===== src/fault_regs_cfg.svh =====
// Purpose: Offsets, field positions and reset values of the fault enable and mode register bank
// Assumes: Byte-wide registers addressed by a table number plus an 8-bit offset
// Notes: Definitions only
`ifndef FAULT_REGS_CFG_SVH
`define FAULT_REGS_CFG_SVH

// Table numbers
`define TBL_AREAS 8'h01
`define TBL_ENROW_ALT 8'h05
`define TBL_CONTROL 8'h02

// Offsets in the user and enable tables
`define OFS_AREA_A 8'h80
`define OFS_AREA_B 8'hc0
`define OFS_ALARM_EN_A 8'hf8
`define OFS_ALARM_EN_B 8'hf9
`define OFS_ALARM_EN_FAST 8'hfa
`define OFS_ALARM_EN_RXB 8'hfb
`define OFS_WARN_EN_A 8'hfc
`define OFS_WARN_EN_B 8'hfd
`define OFS_RSVD_EN 8'hfe

// Offsets in the control table
`define OFS_MODE 8'h80
`define OFS_INDEX 8'h81
`define OFS_CONV_MOD 8'h82
`define OFS_CONV_AUXB_LO 8'h87

// Mode register fields
`define MODE_SHADOW_BLOCK 7
`define MODE_AUX_A_AUTO 5
`define MODE_AUX_B_AUTO 4
`define MODE_INDEX_AUTO 3
`define MODE_MOD_AUTO 2
`define MODE_POWER_LOOP_AUTO 1
`define MODE_BIAS_AUTO 0
`define MODE_RESET 8'h3f
`define MODE_WR_MASK 8'hbf

// Enable byte fields that act
`define EN_MON_CD_BITS 8'hf0
`define EN_FAST_BITS 8'h0b
`define EN_RX_LOSS_BITS 8'hc0
`define EN_BIAS_MAX_BIT 3

`endif


===== src/fault_regs_pkg.sv =====
// Purpose: Types and shared decode helpers for the fault enable and mode register bank
// Assumes: fault_regs_cfg.svh supplies all numbers
// Notes: Converter slots are 0 modulation, 1 auxiliary A, 2 auxiliary B
package fault_regs_pkg;
`include "fault_regs_cfg.svh"

	typedef enum logic [2:0] {REG_NONE, REG_AREA_A, REG_AREA_B, REG_EN_ROW, REG_MODE, REG_INDEX, REG_CONV} region_t;

	// Converter slot from a control-table offset, two bytes per converter
	function automatic logic [1:0] conv_slot(input logic [7:0] addr);
		logic [7:0] rel;
		rel = addr - `OFS_CONV_MOD;
		return rel[2:1];
	endfunction

	// Auto bit of a converter slot
	function automatic logic conv_auto(input logic [7:0] mode, input logic [1:0] slot);
		logic a;
		a = mode[`MODE_MOD_AUTO];
		if (slot == 2'h1) a = mode[`MODE_AUX_A_AUTO];
		if (slot == 2'h2) a = mode[`MODE_AUX_B_AUTO];
		return a;
	endfunction

	// Byte index into the user and enable storage
	function automatic logic [6:0] mem_idx(input logic [7:0] addr);
		return addr[6:0];
	endfunction
endpackage


===== src/access_if.sv =====
// Purpose: Carries an access request and its permission verdict between bank and gate
// Assumes: Single clock, purely combinational verdict
// Notes: None
`timescale 1ns/1ps
interface access_if;
	import fault_regs_pkg::*;
	logic [7:0] table_sel;
	logic [7:0] addr;
	logic [7:0] mode;
	logic row_in_alt;
	logic upper;
	logic lower;
	logic rw_a;
	logic ro_a;
	logic rw_b;
	logic ro_b;
	logic rw_c;
	logic ro_c;
	logic rw_2;
	logic ro_2;
	logic wp_2;
	region_t region;
	logic rd_ok;
	logic wr_ok;

	modport gate (input table_sel, addr, mode, row_in_alt, upper, lower, rw_a, ro_a, rw_b, ro_b,
		rw_c, ro_c, rw_2, ro_2, wp_2, output region, rd_ok, wr_ok);
	modport user (output table_sel, addr, mode, row_in_alt, upper, lower, rw_a, ro_a, rw_b, ro_b,
		rw_c, ro_c, rw_2, ro_2, wp_2, input region, rd_ok, wr_ok);
endinterface


===== src/access_gate.sv =====
// Purpose: Decodes table and offset into a region and grants read or write by password level
// Assumes: Inputs stable for the cycle of the access
// Notes: Unmapped locations decode to REG_NONE and are never granted
`timescale 1ns/1ps
`include "fault_regs_cfg.svh"
module access_gate
	import fault_regs_pkg::*;
(
	// Request and verdict
	access_if.gate acc
);

	// Upper level always passes, lower level needs the matching permission
	function automatic logic lvl_ok(input logic up, input logic lo, input logic perm);
		return up | (lo & perm);
	endfunction

	// Region decode and grant
	always_comb begin
		acc.region = REG_NONE;
		acc.rd_ok = 1'b0;
		acc.wr_ok = 1'b0;
		if (acc.table_sel == `TBL_AREAS && acc.addr >= `OFS_AREA_A && acc.addr < `OFS_AREA_B) begin
			acc.region = REG_AREA_A;
			acc.rd_ok = lvl_ok(acc.upper, acc.lower, acc.rw_a | acc.ro_a);
			acc.wr_ok = lvl_ok(acc.upper, acc.lower, acc.rw_a);
		end else if (acc.table_sel == `TBL_AREAS && acc.addr >= `OFS_AREA_B && acc.addr < `OFS_ALARM_EN_A) begin
			acc.region = REG_AREA_B;
			acc.rd_ok = lvl_ok(acc.upper, acc.lower, acc.rw_b | acc.ro_b);
			acc.wr_ok = lvl_ok(acc.upper, acc.lower, acc.rw_b);
		end else if (acc.addr >= `OFS_ALARM_EN_A &&
			acc.table_sel == (acc.row_in_alt ? `TBL_ENROW_ALT : `TBL_AREAS)) begin
			acc.region = REG_EN_ROW;
			acc.rd_ok = lvl_ok(acc.upper, acc.lower, acc.rw_c | acc.ro_c);
			acc.wr_ok = lvl_ok(acc.upper, acc.lower, acc.rw_c);
		end else if (acc.table_sel == `TBL_CONTROL) begin
			if (acc.addr == `OFS_MODE) begin
				acc.region = REG_MODE;
				acc.rd_ok = lvl_ok(acc.upper, acc.lower, acc.rw_2 | acc.ro_2);
				acc.wr_ok = lvl_ok(acc.upper, acc.lower, acc.wp_2);
			end else if (acc.addr == `OFS_INDEX) begin
				acc.region = REG_INDEX;
				acc.rd_ok = lvl_ok(acc.upper, acc.lower, acc.rw_2 | acc.ro_2);
				acc.wr_ok = lvl_ok(acc.upper, acc.lower, acc.rw_2) & ~acc.mode[`MODE_INDEX_AUTO];
			end else if (acc.addr >= `OFS_CONV_MOD && acc.addr <= `OFS_CONV_AUXB_LO) begin
				acc.region = REG_CONV;
				acc.rd_ok = lvl_ok(acc.upper, acc.lower, acc.rw_2 | acc.ro_2);
				// Host value is writable only while table recall is off
				acc.wr_ok = lvl_ok(acc.upper, acc.lower, acc.rw_2) & ~conv_auto(acc.mode, conv_slot(acc.addr));
			end
		end
	end
endmodule


===== src/fault_regs.sv =====
// Purpose: Password-guarded user areas, alarm and warning enable masks and the volatile mode register
// Assumes: Host byte port comes from the serial slave on the same clock; status bytes are same-clock logic
// Notes: Storage is the volatile copy; nonvolatile commits leave as one-cycle requests
//
// Summary of operation
// - Area A read/write gated by area-A permissions
// - Enable row read/write gated by area-C permissions
// - First alarm mask gates eight monitor alarms
// - Second alarm mask gates monitors C, D
// - Fast-trip mask bits drive laser shutdown gate
// - Bias-maximum mask bit drives laser shutdown gate
// - Receive-loss mask bits gate the interrupt flag
// - First warning mask gates eight warnings
// - Second warning mask gates monitors C, D
// - Select bit maps row table one/five
// - Mode register readable by level, powers up 3Fh
// - Shadow block stops nonvolatile commit of row
// - Aux A manual value applies at STOP
// - Aux B manual value applies at STOP
// - Modulation manual value applies at STOP
// - Auto bits set: converters follow lookup values
// - Index manual when index auto bit clear
// - Interrupt ORs enabled events plus unmaskable alarms
`timescale 1ns/1ps
// Offsets and field positions; the guard keeps a second inclusion harmless
`include "fault_regs_cfg.svh"
module fault_regs
	import fault_regs_pkg::*;
#(
	parameter int CONV_W = 9
) (
	// Clock and reset
	input wire logic clock,
	input wire logic nrst,
	// Host byte port
	input wire logic [7:0] host_table,
	input wire logic [7:0] host_addr,
	input wire logic host_wr,
	input wire logic [7:0] host_wdata,
	input wire logic host_rd,
	input wire logic host_stop,
	output logic [7:0] read_data,
	output logic read_ack,
	// Password level and permissions
	input wire logic upper_password_level,
	input wire logic lower_password_level,
	input wire logic area_a_readwrite_perm,
	input wire logic area_a_readonly_perm,
	input wire logic area_b_readwrite_perm,
	input wire logic area_b_readonly_perm,
	input wire logic area_c_readwrite_perm,
	input wire logic area_c_readonly_perm,
	input wire logic table_two_readwrite_perm,
	input wire logic table_two_readonly_perm,
	input wire logic table_two_write_perm,
	input wire logic enable_row_in_alt_table,
	// Alarm and warning status
	input wire logic [7:0] alarm_monitors_a,
	input wire logic [7:0] alarm_monitors_b,
	input wire logic [7:0] alarm_fast_trip,
	input wire logic [7:0] alarm_rx_and_bias,
	input wire logic [7:0] warning_monitors_a,
	input wire logic [7:0] warning_monitors_b,
	// Temperature lookup side
	input wire logic conversion_done,
	input wire logic [7:0] calc_index,
	input wire logic [CONV_W-1:0] mod_lut_value,
	input wire logic [CONV_W-1:0] aux_a_lut_value,
	input wire logic [CONV_W-1:0] aux_b_lut_value,
	// Nonvolatile commit request
	output logic nv_write,
	output logic [7:0] nv_addr,
	output logic [7:0] nv_data,
	// Control outputs
	output logic fault_interrupt_flag,
	output logic laser_shutdown_gate,
	output logic [CONV_W-1:0] mod_value,
	output logic [CONV_W-1:0] aux_a_value,
	output logic [CONV_W-1:0] aux_b_value,
	output logic [7:0] temperature_table_index,
	output logic power_loop_auto,
	output logic bias_auto,
	output logic shadow_write_block
);

	// Byte split below assumes a high byte exists and fits
	if (CONV_W < 9 || CONV_W > 16) begin : g_bad_width
		$error("fault_regs: CONV_W must be 9 to 16");
	end

	typedef struct packed {
		logic [127:0][7:0] mem;
		logic [7:0] mode;
		logic [7:0] index;
		logic [2:0][CONV_W-1:0] live;
		logic [2:0][CONV_W-1:0] stage;
		logic [7:0] rd_data;
		logic rd_ack;
		logic nv_write;
		logic [7:0] nv_addr;
		logic [7:0] nv_data;
		logic fault;
		logic shutdown;
	} state_t;

	localparam state_t STATE_RESET = '{mode: `MODE_RESET, default: '0};

	state_t q;
	state_t d;
	logic [7:0] rd_byte;
	logic [1:0] slot;
	logic [2:0][CONV_W-1:0] lut_vals;
	access_if acc();

	access_gate u_gate (
		.acc(acc.gate)
	);

	// Request to the permission gate
	assign acc.table_sel = host_table;
	assign acc.addr = host_addr;
	assign acc.mode = q.mode;
	assign acc.row_in_alt = enable_row_in_alt_table;
	assign acc.upper = upper_password_level;
	assign acc.lower = lower_password_level;
	assign acc.rw_a = area_a_readwrite_perm;
	assign acc.ro_a = area_a_readonly_perm;
	assign acc.rw_b = area_b_readwrite_perm;
	assign acc.ro_b = area_b_readonly_perm;
	assign acc.rw_c = area_c_readwrite_perm;
	assign acc.ro_c = area_c_readonly_perm;
	assign acc.rw_2 = table_two_readwrite_perm;
	assign acc.ro_2 = table_two_readonly_perm;
	assign acc.wp_2 = table_two_write_perm;

	assign slot = conv_slot(host_addr);
	assign lut_vals = {aux_b_lut_value, aux_a_lut_value, mod_lut_value};

	// Read data mux; reserved enable bytes read back as stored
	always_comb begin
		rd_byte = 8'h00;
		unique case (acc.region)
			REG_AREA_A, REG_AREA_B, REG_EN_ROW: rd_byte = q.mem[mem_idx(host_addr)];
			REG_MODE: rd_byte = q.mode;
			REG_INDEX: rd_byte = q.index;
			REG_CONV: rd_byte = host_addr[0] ? q.live[slot][7:0] : 8'(q.live[slot] >> 8);
			REG_NONE: rd_byte = 8'h00;
		endcase
	end

	// Next state
	always_comb begin
		d = q;
		d.rd_ack = 1'b0;
		d.nv_write = 1'b0;
		// A refused read answers with zero rather than stalling the host
		if (host_rd) begin
			d.rd_ack = 1'b1;
			d.rd_data = acc.rd_ok ? rd_byte : 8'h00;
		end
		if (host_wr && acc.wr_ok) begin
			unique case (acc.region)
				REG_AREA_A, REG_AREA_B: begin
					d.mem[mem_idx(host_addr)] = host_wdata;
					d.nv_write = 1'b1;
				end
				REG_EN_ROW: begin
					d.mem[mem_idx(host_addr)] = host_wdata;
					d.nv_write = ~q.mode[`MODE_SHADOW_BLOCK];
				end
				REG_MODE: d.mode = host_wdata & `MODE_WR_MASK;
				REG_INDEX: d.index = host_wdata;
				REG_CONV: begin
					if (host_addr[0]) begin
						d.stage[slot][7:0] = host_wdata;
					end else begin
						d.stage[slot][CONV_W-1:8] = host_wdata[CONV_W-9:0];
					end
				end
				REG_NONE: d.nv_write = 1'b0;
			endcase
			d.nv_addr = host_addr;
			d.nv_data = host_wdata;
		end
		// Index follows the thermometer only in auto mode
		if (q.mode[`MODE_INDEX_AUTO] && conversion_done) begin
			d.index = calc_index;
		end
		// Converters: table recall in auto mode, staged host value at STOP otherwise
		for (int k = 0; k < 3; k++) begin
			if (conv_auto(q.mode, 2'(k))) begin
				if (conversion_done) begin
					d.live[k] = lut_vals[k];
				end
			end else if (host_stop) begin
				d.live[k] = d.stage[k];
			end
		end
		// Interrupt: masked monitor events plus fast-trip and bias-maximum alarms that no mask can hide
		d.fault = (|(alarm_monitors_a & q.mem[mem_idx(`OFS_ALARM_EN_A)]))
			| (|(alarm_monitors_b & q.mem[mem_idx(`OFS_ALARM_EN_B)] & `EN_MON_CD_BITS))
			| (|(warning_monitors_a & q.mem[mem_idx(`OFS_WARN_EN_A)]))
			| (|(warning_monitors_b & q.mem[mem_idx(`OFS_WARN_EN_B)] & `EN_MON_CD_BITS))
			| (|(alarm_rx_and_bias & q.mem[mem_idx(`OFS_ALARM_EN_RXB)] & `EN_RX_LOSS_BITS))
			| (|(alarm_fast_trip & `EN_FAST_BITS)) | alarm_rx_and_bias[`EN_BIAS_MAX_BIT];
		// Shutdown gate sees only the fast-trip and bias-maximum masks
		d.shutdown = (|(alarm_fast_trip & q.mem[mem_idx(`OFS_ALARM_EN_FAST)] & `EN_FAST_BITS))
			| (alarm_rx_and_bias[`EN_BIAS_MAX_BIT]
			& q.mem[mem_idx(`OFS_ALARM_EN_RXB)][`EN_BIAS_MAX_BIT]);
	end

	// State register
	always_ff @(posedge clock or negedge nrst) begin
		if (!nrst) begin
			q <= STATE_RESET;
		end else begin
			q <= d;
		end
	end

	// Outputs straight from the state register
	assign read_data = q.rd_data;
	assign read_ack = q.rd_ack;
	assign nv_write = q.nv_write;
	assign nv_addr = q.nv_addr;
	assign nv_data = q.nv_data;
	assign fault_interrupt_flag = q.fault;
	assign laser_shutdown_gate = q.shutdown;
	assign mod_value = q.live[0];
	assign aux_a_value = q.live[1];
	assign aux_b_value = q.live[2];
	assign temperature_table_index = q.index;
	assign power_loop_auto = q.mode[`MODE_POWER_LOOP_AUTO];
	assign bias_auto = q.mode[`MODE_BIAS_AUTO];
	assign shadow_write_block = q.mode[`MODE_SHADOW_BLOCK];
endmodule


===== config.mk =====
export PLATFORM = sky130hd
export DESIGN_NAME = fault_regs
export DESIGN_NICKNAME = d
export VERILOG_FILES = /design/src/fault_regs_pkg.sv /design/src/access_if.sv /design/src/access_gate.sv /design/src/fault_regs.sv
export VERILOG_INCLUDE_DIRS = /design/src
export SDC_FILE = /design/constraint.sdc
export NUM_CORES = 2
export LEC_CHECK = 0
export ABC_AREA = 1
export BUFFER_PORTS_ARGS = -buffer_cell sky130_fd_sc_hd__buf_4
export CORE_MARGIN = 2
export CORE_UTILIZATION = 55
export DETAILED_ROUTE_END_ITERATION = 6
export GPL_ROUTABILITY_DRIVEN = 1
export GPL_TIMING_DRIVEN = 0
export PLACE_DENSITY = 0.72
export SLEW_MARGIN = 20
export SYNTH_ARGS = -nofsm -noshare
export SYNTH_HDL_FRONTEND = slang
export SYNTH_HIERARCHICAL = 1
export SYNTH_SLANG_ARGS = --single-unit

===== constraint.sdc =====
create_clock -name clock -period 5.1 [get_ports clock]
set_input_delay 1.02 -clock clock [delete_from_list [all_inputs] [get_ports clock]]
set_output_delay 1.02 -clock clock [all_outputs]
set_load 0.05 [all_outputs]

# Yosys cells after proc, flatten, opt, wreduce, memory -nomap -nowiden
# Cells that the tools add are included.
[totals]
register_bits = 1121
output_inout_bits = 66
memories = 0
ramBits = 0
inputBits = 125
elab_cells = 308
mem_bits_ro = 0
latch_bits = 0
[classes]
n_shift = 0
n_eq_ne = 16
n_lt_le_gt_ge = 11
n_mux = 65
addsub = 1
n_mul = 0
reduce_logical = 31
bitwise_logic = 41
n_div = 0
[op_table]
columns = ["operator", "count"]
rows = [
  ["bitwise mux 1024 bit", 1],
  ["two-way mux 9 bit", 11],
  ["two-way mux 27 bit", 3],
  ["two-way mux 8 bit", 8],
  ["binary-select mux 8 bit (select 7 bit)", 1],
  ["demux 8 bit (select 7 bit)", 1],
  ["bitwise mux 27 bit", 2],
  ["AND 8 bit", 5],
  ["case mux 8 bit (5 select lines)", 1],
  ["demux 9 bit (select 2 bit)", 2],
  [">= comparator 8 bit (second input constant)", 4],
  ["two-way mux 1 bit", 24],
  ["two-way mux 3 bit", 8],
  ["bitwise OR 1 bit", 20],
  ["binary-select mux 9 bit (select 2 bit)", 1],
  ["two-way mux 17 bit", 1],
  ["== test 8 bit (second input constant)", 2],
  ["less-than comparator 8 bit (second input constant)", 2],
  ["OR reduction 8 bit", 2],
  ["AND 1 bit", 12],
  ["AND reduction 2 bit", 6],
  ["logical AND 1 bit", 10],
  ["nonzero test 2 bit", 5],
  ["== test 3 bit (second input constant)", 3],
  ["other kinds (21)", 30],
]

# Depth between registers and ports, before layout
[depth]
word_depth = 24
depth_mapped = 21
mapped_depth_nobuf = 20

# Cells and area by module
# Netlist, hierarchy kept.
[by_module_without_submodules]
columns = ["mod", "area_each_um2", "seq_area_each_um2", "cells_per_inst", "instances"]
rows = [
  ["fault_regs", 53187.3, 28059.4, 6830, 1],
  ["access_gate", 445.4, 0.0, 91, 1],
]

# Least setup slack after synthesis
# Ideal clock, no wire load.
[synth_path]
kind = "input-to-reg"
from = "input port host_table[7]"
to = "register q[415] (netlist name)"
n_path_buf = 2
required_ps = 4964
cell_stages = 15
path_slack_ps = 1954
arrival_time_ps = 3010
setup_ps = 136
cell_sequence = "nor2_1 nand3b_4 nor2_8 nand3_4 or2_1 nand2_1 nand2_1 inv_1 nand2_2 nor2_2 buf_6 nand2_2 clkbuf_1 nand2_1 o21ai_0"
[synth_between]
word_cells_on_any_way = 22
classes_between = "eq/ne (6); mux (8); reduce/logical (8)"
[synth_lines]
columns = ["element", "line_no", "rtl"]
rows = [
  ["start: declaration", "fault_regs.sv:36", "input wire logic [7:0] host_table,"],
  ["== test 8 x 2 -> 1 bit (no source line) (tied with other cells)", "--", ""],
  ["two-way mux 1 bit (tied with other cells)", "access_gate.sv:36", "end else if (acc.table_sel == `TBL_CONTROL) begin"],
  ["two-way mux 1 bit or logical AND 1 bit (tied branches)", "--", ""],
  ["two-way mux 1 bit", "access_gate.sv:27", "end else if (acc.table_sel == `TBL_AREAS && acc.addr >= `OFS_AREA_B && acc.addr < `OFS_ALARM_EN_A) begin"],
  ["two-way mux 1 bit (*)", "access_gate.sv:23", "if (acc.table_sel == `TBL_AREAS && acc.addr >= `OFS_AREA_A && acc.addr < `OFS_AREA_B) begin"],
  ["net acc.wr_ok", "access_if.sv:24", "logic wr_ok;"],
  ["logical AND 1 bit (*)", "fault_regs.sv:161", "if (host_wr && acc.wr_ok) begin"],
  ["AND reduction 2 bit (no source line) (*)", "--", ""],
  ["end signal: assignment", "fault_regs.sv:215", "q <= STATE_RESET;"],
  ["end signal: assignment", "fault_regs.sv:217", "q <= d;"],
  ["end: declaration", "fault_regs.sv:108", "state_t q;"],
]
# The timed path passes the listed nets; every way through them passes the cells marked *.
# A chain may end at the register's enable or synchronous reset.

# Worst setup path in the final report
[layout_path]
from = "input port host_table[7]"
to = "register q[837] (netlist name)"
# Same word-level chain as after synthesis.

==> results by group <==
CTS
  – Worst skew pair latency: ~0.76 ns
  – CTS tree: yes
  – Clk sink count: 1121
  – Hold-fix buffers at CTS: 0
  – Root Driver: clkbuf_16
  – Post-CTS Setup Repair Bufs: 0
  – Post_cts resized: 0
  – Clk buf depth: 3
  – Clock slew at reported path FFs: 0.06 ns
  – H-Tree Depth: 3
  – CTS buffer count: 119

Global route
  – First-pass GRT wire length: 351.2 mm
  – Global route overflow: 0
  – Vias in the first global route: 49630
  – GRT Total Usage: 0.4989
  – Largest net degree at the start of global routing: 151
  – Initial antenna violation count: 15

Critical path
  – CP required: 5.76 ns
  – Critical path origin: host_table[7]
  – Crit path kind: primary input to register
  – CP Max Fanout: 10
  – RR Startpoint: acc.mode[2]
  – Kind of end point of the critical path: register
  – Worst EP arrival: 4.98 ns
  – Depth of the worst register-to-register path: 17
  – Setup slack, reg-to-reg: 1.00 ns
  – Critical Path Source Type: primary input

Finish
  – Most common cell after layout, fill and taps aside: nand2_1
  – Layout cells sized above 1: 0.1003
  – Commonest cells after routing, fill and taps aside: nand2_1, dfrtp_1, o21ai_0
  – Fillers: a little under 9000
  – NumNets Final: 7352
  – Area grow syn2layout: 13.89%
  – Post-route design area: 0.06108 mm2

Power and ir drop
  – Max IR drop VDD: around 0.32 mV
  – PwrDens: 331.8 mW/mm2
  – Final Total Pwr: 0.02027 W
  – Leakage power: ~29 nW

Die
  – Die ar.: 0.1000 mm2
  – Initial Util: 0.5545
  – Die Ht: 316.3 um
  – # IOs: 191
  – Die width: about 320 um
  – Row cnt: approximately 110
  – Core Area: 0.09671 mm2

Place
  – Hpwl dp: 173.5 mm
  – Place WS: 0.3114 ns
  – Placer congestion estimate: ~1.1
  – Instance area at placement: 0.05677 mm2
  – I/O Buffers: 171

STA
  – Final period util: 0.8470
  – Worst Tran Pin Value: about 1.4 ns
  – Final-report max-slew violation count: 0
  – Sum of negative setup slack: 0 ns
  – Hold Slack: approximately 0.17 ns
  – Slew margin rel.: 0.07971
  – Hold Violations, Final: 0
  – Final setup viols: 0
  – Min setup slack post-route: a little under 0.8 ns
  – Max Freq: roughly 230 MHz
  – Min cycle time layout: around 4.3 ns
  – RSZ-0062 raised after global routing: no
  – Setup Skew: 0.02088 ns

Route
  – Vias: 53820
  – Routed Wire Length: 250.1 mm
  – # DRC: 2
  – Initial DRC Count: 9131
  – Routed Antenna Nets: 0
  – WL per Instance: just under 30 um
  – Drt pass-1 iters: 7
  – Vias per cell: 6.248

Run
  – Max cap viols: 0

Run status
  – Failing checks: DRC
  – Status: finished, violations left

Yosys
  – Syn_nets: 7052
  – Count of warnings emitted by yosys: 6
  – Post-Syn Area: 0.05363 mm2
  – Cells after Synth: 6920
  – Mean Syn Cell Area: just under 8 um2

Worst hold path
  – HP Class: primary input to asynchronous set/reset pin
state kept, by name (all words and copies together), names as in the netlist:
register,cells
q,1051
aux_a_value,9
aux_b_value,9
mod_value,9
nv_addr,8
nv_data,8
read_data,8
temperature_table_index,8
acc.mode,7
fault_interrupt_flag,1
laser_shutdown_gate,1
nv_write,1
read_ack,1
routing by layer:
metal  track usage  wire (um)
met1        0.6214      87960
met3        0.1665      33650
met5      0.009470        180
met4        0.4181      26050
met2        0.7013     102200
worst max-delay path, cell delays in order:
cell and delay, ns:
buf_4 0.11, nor2_1 0.18, nand3b_4 0.14, nor2_8 0.15
nand3_1 0.15, nand2_1 0.10, inv_1 0.05, nand2_1 0.06
nand2_1 0.04, nand2_1 0.05, nand2_1 0.28, inv_1 0.35
nand2_2 0.20, nor2_2 0.83, nand2_1 0.55, clkbuf_1 0.43
o21ai_0 0.29
power by group:
group	internal [W]	leakage [nW]	switching (W)	total (W)
clock	0.00558	2.11	0.00394	0.00952
sequential	0.00890	15.6	0.00000211	0.00890
combinational	0.000346	11.0	0.00150	0.00184
worst paths after layout:
path                                 to
setup reg to reg                 q[837]
hold reg to reg                  q[368]
min in group clock             read_ack
max in group asynchronous  mod_value[2]
setup / recovery                 q[837]
hold / removal                  q[1038]
final cells by class:
class                   instances  area, um2  share of cell area
well taps                    1276       1597             0.02614
clock buffers                 169       3496             0.05724
repair buffers                179       1524             0.02495
plain buffers                 542       2725             0.04462
clock inverters                59      770.7             0.01262
inverters                     428       1607             0.02630
flip-flops and latches       1121      28060              0.4594
multi-input cells            4829      21270              0.3483
diodes                         11      27.53           0.0004507
per-stage QoR:
step | utilization | cells
after floorplan | - | 6920
after global placement | 0.5843 | 8367
after detailed placement | 0.5871 | 8375
after CTS | 0.6312 | 8603
after global routing | 0.6313 | 8603
final | 0.6316 | 8614
No activity file was read; power rests on OpenSTA's default activity.
